`src/design/ucfrc_defs.svh`:
```
`ifndef UCFRC_DEFS_SVH
`define UCFRC_DEFS_SVH
`define UCFRC_ADDR_W 4
`define UCFRC_OFS_CTRL 4'h0
`define UCFRC_BIT_IDLE 31
`define UCFRC_SEL_HI 10
`define UCFRC_SEL_LO 6
`define UCFRC_BIT_TXF 5
`define UCFRC_BIT_RXF 4
`define UCFRC_BIT_FRM 2
`define UCFRC_FLUSH_CLKS 4'h8
`define UCFRC_FRM_CLKS 4'h2
`define UCFRC_SEL_ALL 5'h10
`define UCFRC_NFIFO 16
`define UCFRC_RESP_OKAY 2'h0
`define UCFRC_RESP_SLVERR 2'h2
`endif

```
`src/design/ucfrc_pkg.sv`:
```
package ucfrc_pkg;
   typedef enum logic [1:0] {ST_IDLE, ST_RUN} ucfrc_act_type;
   typedef struct packed {
      ucfrc_act_type st;
      logic [3:0] cnt;
   } ucfrc_tmr_type;
endpackage : ucfrc_pkg

```
`src/design/ucfrc_if.sv`:
```
`timescale 1ns/100ps
interface ucfrc_if;
   logic start;
   logic [3:0] len;
   logic busy;
   logic done;
   modport ctrl (output start, output len, input busy, input done);
   modport tmr (input start, input len, output busy, output done);
endinterface : ucfrc_if

```
`src/design/ucfrc_timer.sv`:
```
`timescale 1ns/100ps
// Counts a request for the number of clocks given on len, and raises done in the last of them.
module ucfrc_timer (
   // Clock and reset.
   input wire logic i_clk,
   input wire logic i_arst_n,
   // Request port.
   ucfrc_if.tmr bus
);
   ucfrc_pkg::ucfrc_tmr_type s_q;
   ucfrc_pkg::ucfrc_tmr_type s_d;

   // Busy while running; done on the last count.
   assign bus.busy = (s_q.st == ucfrc_pkg::ST_RUN);
   assign bus.done = (s_q.st == ucfrc_pkg::ST_RUN) && (s_q.cnt == 4'h1);

   // Next state.
   always_comb begin
      s_d = s_q;
      unique case (s_q.st)
         ucfrc_pkg::ST_IDLE: begin
            if (bus.start) begin
               s_d.st = ucfrc_pkg::ST_RUN;
               s_d.cnt = bus.len;
            end
         end
         ucfrc_pkg::ST_RUN: begin
            s_d.cnt = s_q.cnt - 4'h1;
            if (s_q.cnt == 4'h1) begin
               s_d.st = ucfrc_pkg::ST_IDLE;
            end
         end
         default: s_d.st = ucfrc_pkg::ST_IDLE;
      endcase
   end

   // State register.
   always_ff @(posedge i_clk or negedge i_arst_n) begin
      if (!i_arst_n) begin
         s_q <= '{st: ucfrc_pkg::ST_IDLE, cnt: 4'h0};
      end else begin
         s_q <= s_d;
      end
   end
endmodule : ucfrc_timer

```
`src/design/ucfrc_top.sv`:
```
// Register access over AXI4-Lite and the register offsets were decided locally.
`timescale 1ns/100ps
`include "ucfrc_defs.svh"
// Reset and flush control register with an AXI4-Lite slave port.
// The block holds one register word at offset zero and answers every other offset with an
// error response, read data zero, and no effect on the register.
// Software starts a flush or a frame counter clear by writing 1 to a request bit; a small
// timer then holds the matching strobe towards the core for a fixed number of clocks and
// clears the request bit when it runs out, so software can poll the bit for completion.
// Writing 0 to a request bit, or writing 1 to one that is already set, does nothing.
// The selector field is frozen while a transmit flush is pending, so a careless write cannot
// move a flush that is already under way onto another FIFO.
// The idle flag is the core's bus master idle input, registered once.
module ucfrc_top (
   // Clock and reset.
   input wire logic I_CLK,
   input wire logic I_ARST_N,
   // AXI4-Lite write address and data.
   input wire logic [`UCFRC_ADDR_W-1:0] I_AWADDR,
   input wire logic I_AWVALID,
   output logic O_AWREADY,
   input wire logic [31:0] I_WDATA,
   input wire logic [3:0] I_WSTRB,
   input wire logic I_WVALID,
   output logic O_WREADY,
   // AXI4-Lite write response.
   output logic [1:0] O_BRESP,
   output logic O_BVALID,
   input wire logic I_BREADY,
   // AXI4-Lite read.
   input wire logic [`UCFRC_ADDR_W-1:0] I_ARADDR,
   input wire logic I_ARVALID,
   output logic O_ARREADY,
   output logic [31:0] O_RDATA,
   output logic [1:0] O_RRESP,
   output logic O_RVALID,
   input wire logic I_RREADY,
   // Core side.
   input wire logic I_HOST_MODE,
   input wire logic I_MASTER_IDLE,
   output logic [`UCFRC_NFIFO-1:0] O_TX_FLUSH,
   output logic O_TX_FLUSH_PERIODIC,
   output logic O_RX_FLUSH,
   output logic O_FRAME_CLEAR
);
   // All state of the block outside the timers: the bus slave, the register fields and the core strobes.
   // Write address and data are parked separately because the master may offer them in
   // either order; the write fires only once both are in hand.
   typedef struct packed {
      logic aw_got;
      logic [`UCFRC_ADDR_W-1:0] aw_addr;
      logic w_got;
      logic [31:0] w_data;
      logic [3:0] w_strb;
      logic bvalid;
      logic [1:0] bresp;
      logic rvalid;
      logic [31:0] rdata;
      logic [1:0] rresp;
      logic [4:0] tx_queue_select;
      logic tx_queue_flush_req;
      logic rx_queue_flush_req;
      logic frame_counter_clear_req;
      logic [`UCFRC_NFIFO-1:0] tx_flush;
      logic tx_flush_per;
      logic rx_flush;
      logic frame_clear;
      logic bus_master_quiet;
   } ucfrc_state_type;

   // Registered state, its next value and the write decode.
   ucfrc_state_type s_q;
   ucfrc_state_type s_d;
   logic wr_fire;
   logic wr_hit;
   logic [31:0] rd_word;
   logic [`UCFRC_NFIFO-1:0] sel_vec;

   // Request ports of the three timers.
   ucfrc_if tx_if ();
   ucfrc_if rx_if ();
   ucfrc_if fr_if ();

   // One timer per request: transmit flush, receive flush and frame counter clear.
   // They run independently, so a receive flush may overlap a transmit flush.
   ucfrc_timer u_tx (.i_clk(I_CLK), .i_arst_n(I_ARST_N), .bus(tx_if.tmr));
   ucfrc_timer u_rx (.i_clk(I_CLK), .i_arst_n(I_ARST_N), .bus(rx_if.tmr));
   ucfrc_timer u_fr (.i_clk(I_CLK), .i_arst_n(I_ARST_N), .bus(fr_if.tmr));

   // Bus handshakes: each channel is taken once and held until the response.
   // A channel that has been taken drops its ready until the response has been accepted,
   // which limits the slave to one write and one read under way at a time.
   // The read answer is registered, so read data stand still while the response waits.
   assign O_AWREADY = !s_q.aw_got && !s_q.bvalid;
   assign O_WREADY = !s_q.w_got && !s_q.bvalid;
   assign O_ARREADY = !s_q.rvalid;
   assign O_BVALID = s_q.bvalid;
   assign O_BRESP = s_q.bresp;
   assign O_RVALID = s_q.rvalid;
   assign O_RDATA = s_q.rdata;
   assign O_RRESP = s_q.rresp;
   // A write fires one clock after both halves are parked; only offset zero hits the register.
   assign wr_fire = s_q.aw_got && s_q.w_got && !s_q.bvalid;
   assign wr_hit = wr_fire && (s_q.aw_addr == `UCFRC_OFS_CTRL);

   // Per-FIFO decode of the selector; value 16 selects all of them.
   // The decode ignores the mode: in host mode only bits 0 and 1 reach a real FIFO, and
   // selector values above 16 select nothing at all.
   genvar gi;
   generate
      for (gi = 0; gi < `UCFRC_NFIFO; gi++) begin : g_sel
         assign sel_vec[gi] = (s_q.tx_queue_select == `UCFRC_SEL_ALL) ||
            (s_q.tx_queue_select == 5'(gi));
      end
   endgenerate

   // Read view; reserved bits stay zero.
   // The request bits read back from the register, not from the timers, so a bit reads 1
   // from the write that sets it until the timer that serves it has finished.
   always_comb begin
      rd_word = 32'h0000_0000;
      rd_word[`UCFRC_BIT_IDLE] = s_q.bus_master_quiet;
      rd_word[`UCFRC_SEL_HI:`UCFRC_SEL_LO] = s_q.tx_queue_select;
      rd_word[`UCFRC_BIT_TXF] = s_q.tx_queue_flush_req;
      rd_word[`UCFRC_BIT_RXF] = s_q.rx_queue_flush_req;
      rd_word[`UCFRC_BIT_FRM] = s_q.frame_counter_clear_req;
   end

   // Timer starts on the write that sets a request bit.
   // A start is refused while the request is still pending, so a second write of 1 cannot
   // restart a timer in mid-count and stretch the strobe.
   // Only byte lane 0 carries the request bits.
   assign tx_if.start = wr_hit && s_q.w_strb[0] && s_q.w_data[`UCFRC_BIT_TXF]
      && !s_q.tx_queue_flush_req;
   assign tx_if.len = `UCFRC_FLUSH_CLKS;
   assign rx_if.start = wr_hit && s_q.w_strb[0] && s_q.w_data[`UCFRC_BIT_RXF]
      && !s_q.rx_queue_flush_req;
   assign rx_if.len = `UCFRC_FLUSH_CLKS;
   assign fr_if.start = wr_hit && s_q.w_strb[0] && s_q.w_data[`UCFRC_BIT_FRM]
      && !s_q.frame_counter_clear_req;
   assign fr_if.len = `UCFRC_FRM_CLKS;

   // Next state of bus slave and register.
   // A request set by a write wins over a clear from its timer in the same cycle; the timer
   // cannot be done then, since a new start is only taken while no request is pending.
   always_comb begin
      s_d = s_q;
      if (I_AWVALID && O_AWREADY) begin
         s_d.aw_got = 1'b1;
         s_d.aw_addr = I_AWADDR;
      end
      if (I_WVALID && O_WREADY) begin
         s_d.w_got = 1'b1;
         s_d.w_data = I_WDATA;
         s_d.w_strb = I_WSTRB;
      end
      if (wr_fire) begin
         s_d.aw_got = 1'b0;
         s_d.w_got = 1'b0;
         s_d.bvalid = 1'b1;
         s_d.bresp = wr_hit ? `UCFRC_RESP_OKAY : `UCFRC_RESP_SLVERR;
         // Lane 1 holds the upper three selector bits and lane 0 the lower two.
         if (wr_hit && s_q.w_strb[1] && !s_q.tx_queue_flush_req) begin
            s_d.tx_queue_select[4:2] = s_q.w_data[`UCFRC_SEL_HI:`UCFRC_SEL_LO+2];
         end
         if (wr_hit && s_q.w_strb[0] && !s_q.tx_queue_flush_req) begin
            s_d.tx_queue_select[1:0] = s_q.w_data[`UCFRC_SEL_LO+1:`UCFRC_SEL_LO];
         end
      end else if (s_q.bvalid && I_BREADY) begin
         s_d.bvalid = 1'b0;
      end
      if (I_ARVALID && O_ARREADY) begin
         s_d.rvalid = 1'b1;
         s_d.rdata = (I_ARADDR == `UCFRC_OFS_CTRL) ? rd_word : 32'h0000_0000;
         s_d.rresp = (I_ARADDR == `UCFRC_OFS_CTRL) ? `UCFRC_RESP_OKAY : `UCFRC_RESP_SLVERR;
      end else if (s_q.rvalid && I_RREADY) begin
         s_d.rvalid = 1'b0;
      end
      // Request bits stand from the write until the timer is done.
      // Bits clear only on a timer's done or on reset; software has no way to abort a request.
      if (tx_if.start) begin
         s_d.tx_queue_flush_req = 1'b1;
      end else if (tx_if.done) begin
         s_d.tx_queue_flush_req = 1'b0;
      end
      if (rx_if.start) begin
         s_d.rx_queue_flush_req = 1'b1;
      end else if (rx_if.done) begin
         s_d.rx_queue_flush_req = 1'b0;
      end
      if (fr_if.start) begin
         s_d.frame_counter_clear_req = 1'b1;
      end else if (fr_if.done) begin
         s_d.frame_counter_clear_req = 1'b0;
      end
      // Flush strobes to the core, held while the timers run.
      // The periodic strobe follows FIFO 1 in host mode, which an all-FIFO flush includes.
      s_d.tx_flush = tx_if.busy ? sel_vec : '0;
      s_d.tx_flush_per = tx_if.busy && I_HOST_MODE && sel_vec[1];
      s_d.rx_flush = rx_if.busy;
      s_d.frame_clear = fr_if.busy;
      s_d.bus_master_quiet = I_MASTER_IDLE;
   end

   // State register.
   // The idle flag leaves reset at 1, as the core's bus master is quiet while in reset.
   // Every other field leaves reset at zero, with all three readies high.
   always_ff @(posedge I_CLK or negedge I_ARST_N) begin
      if (!I_ARST_N) begin
         s_q <= '0;
         s_q.bus_master_quiet <= 1'b1;
      end else begin
         s_q <= s_d;
      end
   end

   // Core-side outputs come from flip-flops.
   // The strobes lag the timers by one clock, so each strobe stands exactly as many clocks as
   // its timer counts and never glitches between two edges.
   assign O_TX_FLUSH = s_q.tx_flush;
   assign O_TX_FLUSH_PERIODIC = s_q.tx_flush_per;
   assign O_RX_FLUSH = s_q.rx_flush;
   assign O_FRAME_CLEAR = s_q.frame_clear;
endmodule : ucfrc_top

```
`config.mk`:
```
export PLATFORM = sky130hd
export DESIGN_NAME = ucfrc_top
export DESIGN_NICKNAME = d
export VERILOG_FILES = /design/src/design/ucfrc_pkg.sv /design/src/design/ucfrc_if.sv /design/src/design/ucfrc_timer.sv /design/src/design/ucfrc_top.sv
export VERILOG_INCLUDE_DIRS = /design/src /design/src/design
export SDC_FILE = /design/constraint.sdc
export NUM_CORES = 1
export LEC_CHECK = 0
export ABC_AREA = 0
export BUFFER_PORTS_ARGS = -buffer_cell sky130_fd_sc_hd__buf_2
export CAP_MARGIN = 15
export CORE_MARGIN = 3
export CORE_UTILIZATION = 47
export CTS_BUF_LIST = sky130_fd_sc_hd__clkbuf_4
export DETAILED_ROUTE_END_ITERATION = 12
export PLACE_DENSITY = 0.87
export SYNTH_ARGS = -nofsm -noshare
export SYNTH_HDL_FRONTEND = slang
export SYNTH_SLANG_ARGS = --single-unit
export TNS_END_PERCENT = 50
```
`constraint.sdc`:
```
create_clock -name I_CLK -period 1.8 [get_ports I_CLK]
set_clock_uncertainty 0.2 [all_clocks]
set_input_delay 0.18 -clock I_CLK [delete_from_list [all_inputs] [get_ports I_CLK]]
set_output_delay 0.18 -clock I_CLK [all_outputs]
set_load 0.02 [all_outputs]
```
Word-level counts from Yosys, hierarchy flattened:

Cells that the tools add are included.

* add/sub/neg operators: 3
* multiply operators: 0
* div/mod/pow operators: 0
* order comparisons: 0
* equality and inequality tests: 28
* shift operators: 0
* multiplexer cells: 30
* bitwise logic cells: 0
* reduce and logical (&&, ||, !) cells: 72

Operator list (number)
* $eq 5x4->1 const B: 8
* $mux 37: 1
* $mux 32: 1
* $logic_and 1x1->1: 25
* $pmux 4 s2: 3
* $eq 5x3->1 const B: 4
* $reduce_bool 2->1: 10
* $mux 6: 3
* $logic_or 1x1->1: 16
* $mux 16: 1
* $reduce_and 2->1: 8
* $eq 4x1->1 const B: 3
* $mux 1: 12
* $pmux 2 s2: 3
* $sub 4x1->4 const B: 3
* $eq 5x2->1 const B: 2
* $mux 2: 5
* $logic_not 4->1: 2
* $logic_not 1->1: 7
* $eq 2x1->1 const B: 3
* $logic_not 2->1: 3
* $ne 2x1->1 const B: 3
* $ne 2x2->1 const B: 3
* $eq 5x1->1 const B: 1
* 3 further kinds: 3

* register bits after elaboration: 126
* bits in latches: 0
* RAM bits: 0
* ROM bits: 0
* input bits: 53
* output and inout bits: 60
* word-level logic and storage cells: 159
* memories kept: 0

Depth between registers and ports, before layout:

Gate-level depths: netlist of run 1.

* depth after elaboration: 8
* gate-level depth with buffers: 5
* gate-level depth less buffers: 5

Modules after synthesis:

From an unflattened synthesis of run 1, not the netlist that was laid out.

* cells, all modules: 326
* area total of the unflattened synthesis: 3612.2 sq um

By module, submodules not included
* ucfrc_top: instances 1, cells each 239, area an instance 2703.8 sq um, seq. area each 1427.6 sq um
* ucfrc_timer: instances 3, cells each 29, area an instance 302.8 sq um, seq. area each 125.1 sq um

Worst setup path before layout of run 1:

OpenSTA, ideal clock, no wires.

* path type: reg2reg
* start point: reg s_q, in the netlist O_BVALID
* end point: reg s_q[66] (netlist name)
* setup time: 0.125 ns
* arrival: 1.568 ns
* data required time: 1.475 ns
* setup slack: -0.093 ns
* cell stages (with the launch flop): 5
* path buffers: 1
* period minus slack after synthesis: 1.893 ns
* path through: dfrtp_1 -> nor2_1 -> and2_1 -> buf_2 -> mux2_2

* longest elaborated chain between the ends: 3

RTL lines
* from (decl): line ucfrc_top.sv:72 `ucfrc_state_type s_q;`
* $logic_not 1->1: line ucfrc_top.sv:95 `assign O_WREADY = !s_q.w_got && !s_q.bvalid;`
* $logic_and 1x1->1: line ucfrc_top.sv:95
* net O_WREADY: line ucfrc_top.sv:25 `output logic O_WREADY,`
* $logic_and 1x1->1: line ucfrc_top.sv:152 `if (I_WVALID && O_WREADY) begin`

The timed path passes the listed nets, and every way through them passes these cells.
A chain may end at the register's enable or synchronous reset.

Worst setup path after layout of run 1:

* start point: in I_ARADDR[1]
* end point: reg s_q, in the netlist O_RDATA[31]

* longest elaborated chain between the ends: 2

RTL lines
* from (decl): line ucfrc_top.sv:31 `` input wire logic [`UCFRC_ADDR_W-1:0] I_ARADDR, ``
* $logic_not 4->1 (no line)
* $mux 32: line ucfrc_top.sv:174 `` s_d.rdata = (I_ARADDR == `UCFRC_OFS_CTRL) ? rd_word : 32'h0000_0000; ``

No other way between the ends.

==> flow_metrics.tcl, run 1 <==
set metrics [dict create \
    antenna_cells 0 \
    hold_ws_ns 0.0326 \
    synth_area_leader_cell "dfrtp_1" \
    synth_edf_count 0 \
    h-tree-depth 3 \
    post-cts-setup-buffer-count 0 \
    cts_tree "yes" \
    outcome "finished clean" \
    endpoint "O_RDATA[31]" \
    dr_total_vias 2344 \
    die_x_um 92.0 \
    die_area_mm2 0.00846 \
    reg2reg_slack_ns 0.08 \
    yosysWarningCount 0 \
    cts.sinks 72 \
    drt_pass1_iterations 4 \
    finalWirelength_um 6450 \
    ant_nets 0 \
    overflow 0 \
    routabilityCongestion 0.801 \
    ir_worst_vdd_v 0.000950 \
    synth.area.top_cells "dfrtp_1 (51%), buf_4 (11%), mux2_2 (7.1%), a22o_1 (2.5%), ha_1 (2.2%)" \
    core_mm2 0.00698 \
    drive_gt1_share_pct 30.9 \
    fin_nets 430 \
    route.detailed.drc 0 \
    cts_max_path_buffers 2 \
    worst_setup_path_start_kind "primary input" \
    synth_seq_cells 72 \
    r2r_start "s_q[104]" \
    die_h_um 92.0 \
    cp.required_ns 1.95 \
    antenna_found_initial 0 \
    cts_root_buf "clkbuf_4" \
    hold_violations 0 \
    worstSkewPairLatency_ns 0.42 \
    drtIter0Drc 163 \
    clk_pin_slew_ns 0.10 \
    setup_viol 0 \
    arrival_ns 1.89 \
    syn2layout_area_growth_pct 15.8 \
    num_rows 30 \
    grt_max_degree 73 \
    crit_start "I_ARADDR[1]" \
    via_per_inst 4.97 \
    period_share_pct 96.4 \
    yosysTopAreaCellShare_pct 51.2 \
    pre_cts_slack_ns 0.0782 \
    max_freq_mhz 576 \
    setup_ws_ns 0.0646 \
    synth-main-ff-cell "dfrtp_1" \
    track_usage_pct 16.0 \
    port_buffers 61 \
    hold_path.class "in -> reg" \
    syn_avg_cell_area_um2 11.2 \
    boundaryPins 113 \
    maxSlewViolCount 0 \
    maxCapViolCount 0 \
    initial_core_util_pct 49.7 \
    power.density_mw_per_mm2 1500 \
    synth_area_mm2 0.00347 \
    seq_area_frac_synth_pct 51.9 \
    leakagePower_nw 1.97 \
    timing.rr.end "u_tx.s_q[0]" \
    cp_max_fo 10 \
    drt-wirelength-per-cell_um 13.7 \
    r2r_cells 4 \
    synth_cell_types 47 \
    grt_pass1_vias 2271 \
    synthArstFlopShare_pct 100 \
    cts_buffers 9 \
    endpoint_kind "register" \
    dp_hpwl_um 4260 \
    power.total_mw 6.02 \
    grt_pass1_wl_um 10600 \
    synthCells 309 \
    path_class "in -> reg" \
    finalCriticalPeriod_ns 1.74 \
]
==> logic make-up (layout without fill, tap and decap cells) <==
kind of cell / Yosys count / in the layout / share of synthesized area [%]
buffers and inverters: 85 / 128 / 14.9
flip-flops: 72 / 72 / 51.9
AND/OR/NAND/NOR: 70 / 70 / 12.2
AO/OA/AOI/OAI: 46 / 46 / 9.76
multiplexers: 22 / 22 / 7.13
XOR/XNOR: 7 / 7 / 1.77
adder cells (fa/ha/maj): 6 / 6 / 2.16
other: 1 / 25 / 0.108
==> cell usage in the layout, fill, tap and decap left out, drive strengths merged, types with 3 or more instances in the layout <==
cell,count
nor2,14
ha,6
nand3,4
nand2,9
dfrtp,71
o21ai,3
nor4,6
conb,25
nand2b,6
a22o,12
inv,18
nor3,5
clkbuf,9
nor4b,3
mux2,22
a31oi,5
clkinv,3
a31o,3
buf,70
dlygate4sd3,24
and2,4
xnor2,6
a22oi,5
nor2b,4
and3b,3
a21oi,7
nand4,3
==> layout make-up <==
class / instances / area (um^2)
Fill cell: 585 / 2960
Sequential cell: 72 / 1800
Clock inverter: 7 / 86.3
Multi-Input combinational cell: 176 / 1250
Timing Repair Buffer: 94 / 626
Tap cell: 96 / 120
Inverter: 18 / 67.6
Clock buffer: 9 / 67.6
==> state kept, by name (all words and copies together) (netlist names) <==
register,flops
O_BRESP,1
O_BVALID,1
O_FRAME_CLEAR,1
O_RDATA,9
O_RRESP,1
O_RVALID,1
O_RX_FLUSH,1
O_TX_FLUSH,16
O_TX_FLUSH_PERIODIC,1
rd_word,9
s_q,16
u_fr.s_q,5
u_rx.s_q,5
u_tx.s_q,5
==> power breakdown <==
part           switching, mW  internal, mW
Clock                  0.547         0.549
Combinational           1.23          1.05
Sequential             0.501          2.14
Total                   2.28          3.74
==> synthesized netlist by cell type, types with 2 or more instances <==
cell,number
a22o_2,2
nor2_1,13
o22ai_1,2
nand4_1,3
nand2_1,9
nor4b_1,3
xnor2_1,6
and3b_1,3
buf_4,52
a21oi_1,7
ha_1,6
nand3_1,4
a31oi_1,5
nor3b_1,2
nor2b_1,4
a41oi_1,2
mux2_2,22
a31o_2,3
nand2b_1,6
a22oi_1,5
nand3b_1,2
inv_1,18
a22o_1,10
o41ai_1,2
a211oi_1,2
dfrtp_1,71
o21ai_0,3
clkbuf_1,8
buf_2,4
nor3_1,5
and2_1,3
nor4_1,5
buf_1,3
==> how the worst min path moves through the flow <==
stage                         start             endpoint  slack, ns  cells past startpoint
after global routing      I_ARVALID             O_RVALID       0.03                      4
final                     I_ARVALID             O_RVALID       0.03                      4
after detailed placement   I_ARST_N              s_q[80]       0.03                      2
after global placement     I_ARST_N  O_TX_FLUSH_PERIODIC       0.03                      2
after CTS                 I_ARVALID             O_RVALID       0.01                      4
after floorplan            I_ARST_N           O_BRESP[1]      -0.32                      0
==> stage by stage <==
step / instances / setup TNS [ns] / cell area [um^2] / util [%]
detailed placement: 432 / 0 / 3620 / 51.8
finish: 472 / 0 / 4020 / 57.6
global route: 472 / -0.0258 / 4020 / 57.6
CTS: 472 / 0 / 4010 / 57.5
floorplan: 333 / 0 / 3570 / -
global placement: 432 / 0 / 3620 / 51.8
==> per-layer routing <==
layer,up-vias,wire [um],global-route usage (%),part of all wire [%]
met4,0,100,5.32,1.5
met1,1137,2620,19.5,41
met5,-,0,0,0
met3,8,399,5.74,6.2
met2,79,3330,26.4,52
li1,1120,-,-,-
==> repair_timing <==
action / CTS / global route
gates resized for setup: 0 / 1
setup endpoints to repair: 0 / 2
hold buffers: 24 / 0
hold endpoints to repair: 92 / 0
==> critical path: stages <==
cell and delay, ns:
dlygate4sd3_1 0.54, buf_2 0.12, or4_1 0.53, nor2_2 0.33
a22o_1 0.19
Note: power is estimated with default switching activity, not from simulation.
==> run 2: changes to the inputs <==
- CORE_UTILIZATION: 47 -> 55
- PLACE_DENSITY: 0.87 -> 0.95
- clock period: 1.8 -> 2.2 ns (I/O delays scaled with it)
==> run 2 against run 1 <==
  * Core utilization rose by 7.5 points
  * Global-route usage rose by 3.7 points
  * Cell count fell by 6.1%
  * Worst hold slack got worse by 0.0029 ns
  * Highest routed layer unchanged
  * Sequential share of layout area rose by 1.2 points
  * Register-to-register slack improved by 0.14 ns
  * Combinational power fell by 19%
  * Sequential power fell by 18%
  * Via count rose by 2.0%
  * Design area fell by 2.5%
  * Clock power fell by 16%
  * Wire length rose by 2.6%
==> flow_metrics.tcl, run 2 (synthesis gave the netlist of run 1 again) <==
set metrics [dict create \
    initial_core_util_pct 57.6 \
    worst_setup_path_start_kind "register" \
    boundaryPins 113 \
    dr_total_vias 2392 \
    worstSkewPairLatency_ns 0.41 \
    multi_input_area_mm2 0.00124 \
    maxCapViolCount 0 \
    track_usage_pct 19.7 \
    cp_max_fo 9 \
    finalNonFillerCells 443 \
    grt_max_degree 73 \
    setup_viol 0 \
    num_rows 28 \
    max_freq_mhz 504 \
    leakagePower_nw 1.94 \
    worst_slew_pin_slew_ns 0.521 \
    power.density_mw_per_mm2 1260 \
    cts_buffers 9 \
    clk_pin_slew_ns 0.11 \
    fillers 450 \
    grt_pass1_wl_um 11200 \
    cts_root_buf "clkbuf_4" \
    dp_hpwl_um 4420 \
    routabilityCongestion 0.798 \
    via_per_inst 5.40 \
    drive_gt1_share_pct 30.4 \
    cts_hold_buf 20 \
    antenna_found_initial 0 \
    maxSlewViolCount 0 \
    syn2layout_area_growth_pct 12.9 \
    fin_setup_tns_ns 0 \
    period_share_pct 90.2 \
    drt-wirelength-per-cell_um 15.0 \
    place_area_mm2 0.00356 \
    h-tree-depth 3 \
    seq_area_mm2 0.00180 \
    die_area_mm2 0.00730 \
    cts_tree "yes" \
    outcome "finished clean" \
    setup_ws_ns 0.216 \
    drtIter0Drc 133 \
    rsz0062_at_grt "false" \
    ir_worst_vdd_v 0.000677 \
    hold_path.class "in -> reg" \
    hold_ws_ns 0.0296 \
    hold_violations 0 \
    final_cell_mix "dfrtp_1 (71), buf_2 (61), conb_1 (25)" \
    die_x_um 85.5 \
    ant_nets 0 \
    path_class "reg -> reg" \
    cp.required_ns 2.30 \
    cts_max_path_buffers 2 \
    cts.sinks 72 \
    fin_util_pct 65.1 \
    grt_pass1_vias 2388 \
    route.detailed.drc 0 \
    finalCriticalPeriod_ns 1.98 \
    post-cts-setup-buffer-count 0 \
    antenna_cells 0 \
    place_inst 407 \
    fin_nets 422 \
    overflow 0 \
    arrival_ns 2.08 \
    relSlewSlack_pct 65.0 \
    port_buffers 61 \
    pre_cts_slack_ns 0.243 \
    die_h_um 85.5 \
    layout_commonest_cell "dfrtp_1" \
    fin_area_mm2 0.00392 \
    core_mm2 0.00603 \
    drt_pass1_iterations 5 \
    cts.repair.resized 0 \
    finalWirelength_um 6620 \
    power.total_mw 4.93 \
    endpoint_kind "register" \
]
## run 2: changes by cell type in the layout (fill, tap and decap cells not counted), moves of 2 or more
cell | before | now
buf_4 | 8 | 4
dlygate4sd3_1 | 24 | 20
clkbuf_4 | 9 | 12
clkinv_1 | 3 | 1
clkinvlp_4 | 2 | 0
## run 2: cell type report
| cell class | instances | share of cell area, % |
|---|---|---|
| sequential | 72 | 46.0 |
| clock buffer | 12 | 2.30 |
| multi-input combinational | 176 | 31.7 |
| timing repair buffer | 86 | 14.2 |
| clock inverter | 4 | 1.76 |
| tap | 75 | 2.39 |
| inverter | 18 | 1.72 |
## run 2: worst paths after layout
path	start	to	slack, ns	cells past startpoint
max reg2reg	s_q[104]	u_tx.s_q[0]	0.22	3
max in group asynchronous	I_ARST_N	rd_word[31]	1.31	3
max	s_q[104]	u_tx.s_q[0]	0.22	3
min in group asynchronous	I_ARST_N	s_q[79]	0.15	3
min reg2reg	rd_word[5]	O_RDATA[5]	0.31	1
min	I_ARADDR[2]	O_RRESP[1]	0.03	4
## run 2: report_power, final
part / internal, mW / switching, mW / leakage, nW
combinational: 0.828 / 1.01 / 0.934
sequential: 1.75 / 0.413 / 0.922
clock: 0.495 / 0.428 / 0.0890
total: 3.08 / 1.85 / 1.94
## run 2: critical path: stages, from the launching register on
cell     delay [ns]
dfrtp_1        0.44
nor4_4         0.54
a41oi_1        0.33
mux2_2         0.35
## run 2: layer usage
metal,vias to the layer above,share of wire [%],GRT usage [%]
met5,-,0,0
met4,0,1.3,6.47
met3,6,7.3,6.70
met2,97,52,34.1
met1,1181,39,23.0
li1,1108,-,-
==> run 3: changes to the inputs <==
--- a/config.mk
+++ b/config.mk
@@ -13,6 +13,8 @@
 export CORE_UTILIZATION = 55
 export CTS_BUF_LIST = sky130_fd_sc_hd__clkbuf_4
+export CTS_CLUSTER_DIAMETER = 60
 export DETAILED_ROUTE_END_ITERATION = 12
 export PLACE_DENSITY = 0.95
+export SKIP_CTS_REPAIR_TIMING = 1
 export SYNTH_ARGS = -nofsm -noshare
 export SYNTH_HDL_FRONTEND = slang
==> constraint.sdc (replaced) <==
create_clock -name I_CLK -period 2.2 [get_ports I_CLK]
set_clock_uncertainty 0.2 [all_clocks]
set_input_delay 0.44 -clock I_CLK [delete_from_list [all_inputs] [get_ports I_CLK]]
set_output_delay 0.44 -clock I_CLK [all_outputs]
set_load 0.02 [all_outputs]
==> run 3 against run 2 <==
  * Sequential power barely moved
  * Wire length fell by 5.4%
  * Maximum frequency rose by 0.96%
  * Global-route usage fell by 1.8 points
  * Via count fell by 4.3%
  * Clock power fell by 13%
  * First-iteration DRC count rose by 26%
  * Critical path depth did not move
  * Die area did not move
  * Cell count fell by 3.2%
==> flow_metrics.tcl, run 3 (synthesis gave the netlist of run 1 again) <==
set metrics [dict create \
    grt_util_met3_pct 7.09 \
    cp.required_ns 2.32 \
    port_buffers 61 \
    arrival_ns 2.08 \
    drt_pass1_iterations 4 \
    ir_worst_vdd_v 0.000811 \
    grt_util_met1_pct 22.0 \
    worstSkewPairLatency_ns 0.42 \
    fin_util_pct 62.2 \
    cts.sinks 72 \
    final_cell_mix "dfrtp_1 (71), buf_2 (61), conb_1 (25)" \
    p_seq_share_pct 45.4 \
    worstPathCellList "nor4_4, a41oi_1, mux2_2" \
    met2_usage_pct 29.0 \
    grt_pass1_wl_um 10200 \
    maxCapViolCount 0 \
    endpoint_kind "register" \
    fin_nets 408 \
    die_area_mm2 0.00730 \
    critical_path.top_delay_family "simple AND/OR/NAND/NOR gates" \
    route.detailed.drc 0 \
    cts_max_path_buffers 2 \
    ant_nets 0 \
    r2r_cells 3 \
    clk_pin_slew_ns 0.11 \
    hold_violations 0 \
    pwr-share-clk_pct 16.8 \
    relSlewSlack_pct 65.2 \
    path_buf_inv 0 \
    drive_gt1_share_pct 31.6 \
    initial_core_util_pct 57.6 \
    cp_num_cells 3 \
    cts_root_buf "clkbuf_4" \
    worst_setup_path_start_kind "register" \
    finalWirelength_um 6260 \
    reg2reg_slack_ns 0.23 \
    grt-busiest-layer "met2" \
    critPathMaxStageDelay_ns 0.54 \
    endpoint "u_tx.s_q[0]" \
    fin_setup_tns_ns 0 \
    swShare_pct 38.5 \
    drt-wirelength-per-cell_um 14.6 \
    setup_viol 0 \
    via_per_inst 5.34 \
    slowest_stage "nor4_4" \
    antenna_found_initial 0 \
    cts_buffers 9 \
    timing.rr.end "u_tx.s_q[0]" \
    num_rows 28 \
    core_mm2 0.00603 \
    boundaryPins 113 \
    cp_max_fo 9 \
    outcome "finished clean" \
    period_share_pct 89.3 \
    h-tree-depth 3 \
    layout_commonest_cell "dfrtp_1" \
    dp_hpwl_um 4310 \
    finalCriticalPeriod_ns 1.97 \
    antenna_cells 0 \
    die_x_um 85.5 \
    die_h_um 85.5 \
    worst_slew_pin_slew_ns 0.518 \
    power.density_mw_per_mm2 1270 \
    cts_tree "yes" \
    leakagePower_nw 1.87 \
    dr_total_vias 2290 \
    combPwrFrac_pct 37.7 \
    rsz0062_at_grt "false" \
    power.total_mw 4.76 \
    power.switching_mw 1.83 \
    drtIter0Drc 168 \
    crit_start "s_q[104]" \
    p_int_mw 2.93 \
    r2r_start "s_q[104]" \
    hold_path.class "in -> reg" \
    syn2layout_area_growth_pct 7.93 \
    track_usage_pct 17.9 \
    maxSlewViolCount 0 \
    overflow 0 \
    grt_max_degree 73 \
    path_class "reg -> reg" \
    routabilityCongestion 0.797 \
    max_freq_mhz 509 \
    grt_pass1_vias 2192 \
]
[run 3: changes by cell type in the layout (fill, tap and decap cells not counted), sizes merged]
cell / delta
buf: +1
bufinv: -1
clkbuf: -1
clkinv: +2
dlygate4sd3: -15
[run 3: worst min path at each step]
| stage | from | to | slack, ns | cells after the start |
|---|---|---|---|---|
| floorplan | I_ARST_N | O_BRESP[1] | -0.06 | 0 |
| global placement | rd_word[5] | O_RDATA[5] | 0.27 | 1 |
| detailed placement | I_ARST_N | O_TX_FLUSH[1] | 0.29 | 2 |
| CTS | I_ARST_N | O_TX_FLUSH[1] | -0.19 | 2 |
| global route | I_AWADDR[2] | s_q[105] | 0.003 | 2 |
| finish | I_AWADDR[2] | s_q[105] | 0.05 | 2 |
[run 3: routing by layer]
layer	wire, um	vias up
li1	-	1075
met1	2560	1122
met3	521	2
met4	39	0
met5	0	-
met2	3140	91
[run 3: final cells by class]
class	instances	area, um^2
Fill cell	461	2280
Sequential cell	72	1800
Multi-Input combinational cell	176	1240
Timing Repair Buffer	72	413
Tap cell	75	93.8
Clock buffer	11	82.6
Inverter	18	67.6
Clock inverter	5	47.5
[run 3: stage by stage]
stage	setup WS, ns	hold WS (ns)	cell area, um^2	cells
after global placement	0.298	0.274	3570	408
after CTS	0.227	-0.188	3700	424
final	0.235	0.0504	3750	429
after global routing	0.0660	0.00289	3750	429
after floorplan	0.307	-0.0556	3560	333
after detailed placement	0.239	0.291	3570	408
[run 3: power by group through the flow]
| stage | Combinational (mW) | Sequential (mW) | Clock (mW) |
|---|---|---|---|
| 6_report | 1.80 | 2.16 | 0.801 |
| 5_1_grt | 1.99 | 2.22 | 0.893 |
| 4_1_cts | 1.79 | 2.16 | 0.822 |
| 3_5_place_dp | 1.79 | 2.18 | 0 |
| 3_3_place_gp | 1.68 | 2.14 | 0 |
| 2_1_floorplan | 1.51 | 2.07 | 0 |
